==> src/rtl/swmg_pkg.sv <==
package swmg_pkg;
   localparam int CLK_FREQ_HZ = 100_000_000;
   localparam int NORMAL_WINDOW_TIME_MS = 40;
   localparam int REF_CAP_NF = 47;
   localparam int LONG_WINDOW_FACTOR = 10;
   localparam int FAIL_PULSE_TIME_MS = 16;
   localparam int MIN_SERVICE_HIGH_TIME_US = 50;
   localparam int MIN_SERVICE_LOW_TIME_MAX_US = 10;
   localparam int LATCH_FAIL_LIMIT = 4;
   // Tick period assumed at the reference capacitor: 1 tick per 100 us
   localparam int TICK_PERIOD_US = 100;
   localparam int NORMAL_WINDOW_TICKS = NORMAL_WINDOW_TIME_MS * 1000 / TICK_PERIOD_US;
   localparam int LONG_WINDOW_TICKS = NORMAL_WINDOW_TICKS * LONG_WINDOW_FACTOR;
   localparam int FAIL_PULSE_CYCLES = FAIL_PULSE_TIME_MS * (CLK_FREQ_HZ / 1000);
   localparam int MIN_HIGH_CYCLES = (MIN_SERVICE_HIGH_TIME_US * (CLK_FREQ_HZ / 1_000_000));
   localparam int WIN_W = 16;
   localparam int CNT_W = 24;
   localparam int FC_W = 3;
   typedef enum logic [2:0] {
      MODE_OFF, MODE_ACTIVE, MODE_FLASH, MODE_LOWPWR, MODE_SAFE, MODE_LATCH
   } swmg_mode_t;
endpackage

==> src/rtl/swmg_service_detect.sv <==
`timescale 1ns/10ps
`default_nettype none
module swmg_service_detect
   import swmg_pkg::*;
#(
   parameter int MIN_HIGH = MIN_HIGH_CYCLES
) (
   input wire logic clk,
   input wire logic rst,
   input wire logic serviceInput,
   output logic validToggle
);
   logic syncA_ff, syncB_ff, nxt_syncA, nxt_syncB;
   logic armed_ff, nxt_armed;
   logic [CNT_W-1:0] highCnt_ff, nxt_highCnt;
   always_comb begin
      nxt_syncA = serviceInput;
      nxt_syncB = syncA_ff;
      nxt_armed = armed_ff;
      nxt_highCnt = highCnt_ff;
      validToggle = 1'b0;
      if (!syncB_ff) begin
         nxt_armed = 1'b1;
         nxt_highCnt = '0;
      end else if (armed_ff) begin
         // Short high pulses never reach the threshold and are dropped
         if (highCnt_ff == CNT_W'(MIN_HIGH - 1)) begin
            validToggle = 1'b1;
            nxt_armed = 1'b0;
         end else begin
            nxt_highCnt = highCnt_ff + CNT_W'(1);
         end
      end
   end
   always_ff @(posedge clk or posedge rst) begin
      if (rst) begin
         syncA_ff <= 1'b0;
         syncB_ff <= 1'b0;
         armed_ff <= 1'b0;
         highCnt_ff <= '0;
      end else begin
         syncA_ff <= nxt_syncA;
         syncB_ff <= nxt_syncB;
         armed_ff <= nxt_armed;
         highCnt_ff <= nxt_highCnt;
      end
   end
endmodule // swmg_service_detect
`default_nettype wire

==> src/rtl/swmg_top.sv <==
`timescale 1ns/10ps
`default_nettype none
module swmg_top
   import swmg_pkg::*;
#(
   parameter int NORMAL_TICKS = NORMAL_WINDOW_TICKS,
   parameter int LONG_TICKS = LONG_WINDOW_TICKS,
   parameter int FAIL_CYCLES = FAIL_PULSE_CYCLES,
   parameter int MIN_HIGH = MIN_HIGH_CYCLES,
   parameter int FAIL_LIMIT = LATCH_FAIL_LIMIT
) (
   input wire logic clk,
   input wire logic rst,
   input wire logic serviceInput,
   input wire logic timebaseTick,
   input wire logic timingPinFixed,
   input wire logic flashIndication,
   input wire logic wakeRequest,
   input wire logic standbyRequest,
   input wire logic regResetsReleased,
   input wire logic overTempShutdown,
   input wire logic supplyOvervoltage,
   input wire logic supplyUndervoltage,
   input wire logic pumpUndervoltage,
   input wire logic persistentFault,
   output logic failOutputN_o,
   output logic failOutputN_oe_n,
   output logic outputsEnabled,
   output logic monitoringEnabled,
   output logic supervisorEnable,
   output logic failEvent,
   output logic serviceFlag,
   output swmg_mode_t mode,
   output logic [FC_W-1:0] consecutiveFailCounter
);
   // Two-flop synchronisers for pin level inputs
   logic [10:0] pinA_ff, pinB_ff, nxt_pinA, nxt_pinB;
   logic tickS, fixedS, flashS, wakeS, stbyS, relS, otS, ovS, uvS, cpS, persS;
   assign {tickS, fixedS, flashS, wakeS, stbyS, relS, otS, ovS, uvS, cpS, persS} = pinB_ff;
   always_comb begin
      nxt_pinA = {timebaseTick, timingPinFixed, flashIndication, wakeRequest,
                  standbyRequest, regResetsReleased, overTempShutdown,
                  supplyOvervoltage, supplyUndervoltage, pumpUndervoltage, persistentFault};
      nxt_pinB = pinA_ff;
   end
   logic tickD_ff, nxt_tickD;
   logic tickPulse;
   assign tickPulse = tickS & ~tickD_ff;
   logic validToggle;
   swmg_service_detect #(.MIN_HIGH(MIN_HIGH)) u_detect (
      .clk(clk),
      .rst(rst),
      .serviceInput(serviceInput),
      .validToggle(validToggle)
   );
   swmg_mode_t mode_ff, nxt_mode;
   logic wdOn_ff, nxt_wdOn;
   logic longWin_ff, nxt_longWin;
   logic flag_ff, nxt_flag;
   logic [WIN_W-1:0] winCnt_ff, nxt_winCnt;
   logic [CNT_W-1:0] pulseCnt_ff, nxt_pulseCnt;
   logic pulse_ff, nxt_pulse;
   logic [FC_W-1:0] fc_ff, nxt_fc;
   logic fail_ff, nxt_fail;
   logic wdRun, failNow, okNow;
   always_comb begin
      // Mode sequencing
      nxt_mode = mode_ff;
      unique case (mode_ff)
         MODE_OFF: if (wakeS) nxt_mode = MODE_ACTIVE;
         MODE_ACTIVE, MODE_FLASH, MODE_LOWPWR: begin
            if (!wakeS) nxt_mode = MODE_OFF;
            else if (persS || fc_ff >= FC_W'(FAIL_LIMIT)) nxt_mode = MODE_LATCH;
            else if (otS || ovS || uvS || cpS) nxt_mode = MODE_SAFE;
            else if (flashS) nxt_mode = MODE_FLASH;
            else if (stbyS) nxt_mode = MODE_LOWPWR;
            else nxt_mode = MODE_ACTIVE;
         end
         MODE_SAFE: begin
            if (!wakeS) nxt_mode = MODE_OFF;
            else if (persS) nxt_mode = MODE_LATCH;
            else if (!(otS || ovS || uvS || cpS)) nxt_mode = MODE_ACTIVE;
         end
         MODE_LATCH: if (!wakeS) nxt_mode = MODE_OFF;
         default: nxt_mode = MODE_OFF;
      endcase
   end
   always_comb begin
      // Watchdog runs only in ACTIVE with released resets
      wdRun = (mode_ff == MODE_ACTIVE) && relS;
      nxt_wdOn = wdRun;
      nxt_longWin = longWin_ff;
      nxt_flag = flag_ff;
      nxt_winCnt = winCnt_ff;
      failNow = 1'b0;
      okNow = 1'b0;
      if (!wdRun) begin
         nxt_longWin = 1'b1;
         nxt_flag = 1'b0;
         nxt_winCnt = '0;
      end else if (!wdOn_ff) begin
         nxt_longWin = 1'b1;
         nxt_flag = 1'b0;
         nxt_winCnt = '0;
      end else begin
         if (validToggle) nxt_flag = 1'b1;
         // A frozen timing pin stops the window but not the regulators
         if (tickPulse && !fixedS) begin
            if (winCnt_ff == WIN_W'((longWin_ff ? LONG_TICKS : NORMAL_TICKS) - 1)) begin
               nxt_winCnt = '0;
               nxt_longWin = 1'b0;
               if (flag_ff || validToggle) begin
                  okNow = 1'b1;
                  nxt_flag = 1'b0;
               end else begin
                  failNow = 1'b1;
               end
            end else begin
               nxt_winCnt = winCnt_ff + WIN_W'(1);
            end
         end
      end
   end
   always_comb begin
      nxt_tickD = tickS;
      nxt_fail = failNow;
      nxt_fc = fc_ff;
      if (mode_ff == MODE_OFF || mode_ff == MODE_FLASH || mode_ff == MODE_LOWPWR || okNow)
         nxt_fc = '0;
      else if (failNow && fc_ff < FC_W'(FAIL_LIMIT))
         nxt_fc = fc_ff + FC_W'(1);
      nxt_pulse = pulse_ff;
      nxt_pulseCnt = pulseCnt_ff;
      if (failNow) begin
         nxt_pulse = 1'b1;
         nxt_pulseCnt = '0;
      end else if (pulse_ff) begin
         if (pulseCnt_ff == CNT_W'(FAIL_CYCLES - 1)) nxt_pulse = 1'b0;
         else nxt_pulseCnt = pulseCnt_ff + CNT_W'(1);
      end
   end
   always_ff @(posedge clk or posedge rst) begin
      if (rst) begin
         pinA_ff <= '0;
         pinB_ff <= '0;
         tickD_ff <= 1'b0;
         mode_ff <= MODE_OFF;
         wdOn_ff <= 1'b0;
         longWin_ff <= 1'b1;
         flag_ff <= 1'b0;
         winCnt_ff <= '0;
         pulseCnt_ff <= '0;
         pulse_ff <= 1'b0;
         fc_ff <= '0;
         fail_ff <= 1'b0;
      end else begin
         pinA_ff <= nxt_pinA;
         pinB_ff <= nxt_pinB;
         tickD_ff <= nxt_tickD;
         mode_ff <= nxt_mode;
         wdOn_ff <= nxt_wdOn;
         longWin_ff <= nxt_longWin;
         flag_ff <= nxt_flag;
         winCnt_ff <= nxt_winCnt;
         pulseCnt_ff <= nxt_pulseCnt;
         pulse_ff <= nxt_pulse;
         fc_ff <= nxt_fc;
         fail_ff <= nxt_fail;
      end
   end
   // Open drain: output data always low, enable low means pulling the pin low
   assign failOutputN_o = 1'b0;
   assign failOutputN_oe_n = ~(pulse_ff || mode_ff == MODE_LATCH);
   assign outputsEnabled = (mode_ff == MODE_ACTIVE) || (mode_ff == MODE_FLASH)
                           || (mode_ff == MODE_LOWPWR);
   assign monitoringEnabled = (mode_ff != MODE_OFF) && (mode_ff != MODE_LATCH)
                              && (mode_ff != MODE_LOWPWR);
   assign supervisorEnable = wdOn_ff;
   assign failEvent = fail_ff;
   assign serviceFlag = flag_ff;
   assign mode = mode_ff;
   assign consecutiveFailCounter = fc_ff;
endmodule // swmg_top
`default_nettype wire

==> config.mk <==
export PLATFORM = sky130hd
export DESIGN_NAME = swmg_top
export DESIGN_NICKNAME = d
export VERILOG_FILES = /design/src/rtl/swmg_pkg.sv /design/src/rtl/swmg_service_detect.sv /design/src/rtl/swmg_top.sv
export SDC_FILE = /design/constraint.sdc
export NUM_CORES = 1
export LEC_CHECK = 0
export BUFFER_PORTS_ARGS = -buffer_cell sky130_fd_sc_hd__buf_2
export CORE_UTILIZATION = 45
export DETAILED_ROUTE_END_ITERATION = 12
export MAX_ROUTING_LAYER = met4
export PLACE_DENSITY = 0.69
export SYNTH_ARGS = -nofsm -noshare
export SYNTH_HDL_FRONTEND = slang
export SYNTH_SLANG_ARGS = --single-unit
==> constraint.sdc <==
create_clock -name clk -period 4 [get_ports clk]
set_input_delay 1.2 -clock clk [delete_from_list [all_inputs] [get_ports clk]]
set_output_delay 1.2 -clock clk [all_outputs]
set_load 0.01 [all_outputs]
==> impl_results.md <==
- Post-DP HPWL: 6.26 mm
- PortBufs: 25
- Crit-path cells: or2_2 > nor2_1 > a21oi_1 > buf_2
- Worst Hold Class: reg -> reg
- Root Buffer: clkbuf_8
- Leading cell types in the layout, fill and taps excluded: dfrtp_1 (100), nor2_1 (62), nand2_1 (31), xor2_1 (26), xnor2_1 (26)
- Status: finished clean
- CTS tree: done
- Share of cells above drive strength 1: 13.6%
- Initial DRC Count: 155
- Maximum number of pins on one net before global-route repair: 62
- WP depth: 4
- Hold_buf cts: 0
- Worst Skew: 0.00701 ns
- Syn nets: 479
- Core area: 10,300 um2
- RSZ-0062 raised after global routing: false
- # clock sinks: 101
- Reg clk slew, reported paths: 0.10 ns
- Die W: 105 um
- Overall routing resource usage: 18.5%
- Yosys warns: 0
- Most common cell after layout, fill and taps aside: dfrtp_1
- Cell count after synthesis: 461
- Slew of the pin with the lowest slew margin: 0.891 ns
- Total grt overflow: 0
- Sum Neg Setup Slack: 0 ns
- Vias in the first global route: 3,336
- ANT nets after route: 0
- Via density: 5.46
- Worst flop-to-flop path endpoint: pulseCnt_ff[20]
- Worst path max stage delay: 0.49 ns
- Wire per inst: 14.3 um
- Top delay family on crit path: flip-flops
- Worst r2r path cells: 5
- Setup Fix Bufs, Post-CTS: 0
- DR DRC count: 0
- Post-route clock period utilization: 68.5%
- Mapped Avg Cell Area: 10.4 um2
- FF+latch count, synth: 101
- Fin. Hold Viols: 0
- Antenna cells: 0
- EDFF count, synth: 0
- Initial DRT Pass Iterations: 4
- Initial antenna violation count: 0
- Crit path required time: 2.80 ns
- Routed WL: 8.95 mm
- Fmax: 365 MHz
- Hold Path Cell Cnt: 0
- H-tree Lvls: 3
- Final setup vio count: 0
- Clock Latency Late Sink: 0.37 ns
- Buf/Inv on CP: 1
- GP Congestion: 0.823
- Distinct cells, synth: 55
- First-pass GRT wire length: 15.7 mm
- Largest vdd supply drop: 0.248 mV
- CP Class: reg -> out
- Crit Path Max Fanout: 11
- Vias: 3,424
- CTS Buf Count: 9
- Min-Delay Startpoint: nxt_pinB[1]
- Syn Std Cell Area: 4780 um2
- Setup slack, reg-to-reg: 1.72 ns
- Die ar.: 11,000 um2
- Setup crit start: mode[2]
- Die height: 105 um
- Async S/R FF share, synth: 100%
- Crit path time final: 2.74 ns
- Filler instances: 937
- Clk buf depth: 2
- Top_reg_cell synth: dfrtp_1
- Pleak: 2.17 nW
- Starting Density: 46.3%
- Startpoint types: flip-flop
- Worst path slowest cell: dfrtp_1
- Area Overhead vs Synth: 9.14%
- Reg-to-Reg Start: pulseCnt_ff[2]
- Final Max Slew Viols: 0
- Critical Path Sink Type: output port
- Row count: 37
- Placed Cells: 611
- Worst slew margin: 40.4%
- Power Density: 331 nW/um2
- Post-cts sizing count: 0
- Fin nets: 504
- Max-Cap Viols: 0
- Non-Filler Instances: 627
- I/O pins: 27
- Worst hold endpoint: pinB_ff[1]
- Arr. time, crit path: 1.54 ns
- Register area share after synthesis: 52.9%
==> where the power goes <==
group	switching [mW]	internal, mW	total, mW
Sequential	0.0141	1.04	1.05
Clock	0.365	0.236	0.601
Combinational	0.0483	0.0247	0.0730
==> layout make-up <==
class                           count  area [um2]  area share (%)
Sequential cell                   101        2530            48.5
Multi-Input combinational cell    333        2130            40.9
Tap cell                          136         170            3.26
Timing Repair Buffer               29         155            2.98
Clock buffer                        9         124            2.38
Clock inverter                      7        57.6            1.10
Inverter                           12        47.5           0.912
==> stage by stage <==
stage               area, um2  hold WS [ns]  util (%)  power, mW  worst slack [ns]
global route             5210         0.359      50.5       1.81              1.13
finish                   5210         0.355      50.5       1.73              1.26
CTS                      5210         0.355      50.5       1.77              1.22
detailed placement       5030         0.336      48.7       1.15              1.66
floorplan                4780         0.331         -       1.12             0.155
global placement         5030         0.333      48.7       1.15              1.68
==> state kept, by name, indices dropped and copies added, names as in the netlist, 3 cells and up <==
name and cells:
consecutiveFailCounter 3, mode 3, nxt_pinB 11, pinB_ff 11
pulseCnt_ff 24, u_detect.highCnt_ff 24, winCnt_ff 16
==> logic make-up after synthesis <==
family          share of synthesized area (%)
compound gates                           9.25
xor+xnor                                 9.54
fa+ha+maj                                1.05
buf+inv                                  2.46
flops                                    52.9
mux                                     0.419
other cells                            0.0785
simple gates                             24.3
==> cell usage after synthesis, drive strengths merged (4+ instances only) <==
| cell type | number | share of area [%] |
|---|---|---|
| nor4b | 5 | 1.0 |
| nand3 | 21 | 2.2 |
| o21ai | 11 | 1.2 |
| ha | 4 | 1.0 |
| buf | 9 | 1.0 |
| nor4 | 12 | 1.6 |
| nand2 | 31 | 2.4 |
| and3 | 11 | 1.5 |
| or3 | 7 | 0.92 |
| nor3 | 14 | 1.6 |
| inv | 12 | 0.94 |
| xor2 | 26 | 4.8 |
| and4 | 9 | 1.7 |
| o2111ai | 4 | 0.73 |
| a21oi | 16 | 1.7 |
| o211ai | 6 | 0.94 |
| dfrtp | 100 | 52 |
| o31ai | 4 | 0.92 |
| xnor2 | 26 | 4.8 |
| nor2 | 62 | 4.9 |
| or4 | 4 | 0.71 |
| clkbuf | 6 | 0.47 |
| nand4 | 19 | 2.8 |
==> layer usage <==
metal | up-vias | wire, um | track usage (%)
met2 | 31 | 4460 | 29.1
met4 | 0 | 81 | 6.04
met3 | 7 | 243 | 5.43
met1 | 1692 | 4170 | 22.8
met5 | - | 0 | -
li1 | 1694 | - | -
==> how the worst max path moves through the flow <==
stage                                 to  slack, ns
6_report               monitoringEnabled       1.26
2_1_floorplan  consecutiveFailCounter[0]       0.15
5_1_grt                monitoringEnabled       1.13
4_1_cts                monitoringEnabled       1.22
3_5_place_dp           monitoringEnabled       1.66
3_3_place_gp           monitoringEnabled       1.68
(Power assumes the default switching activity.)
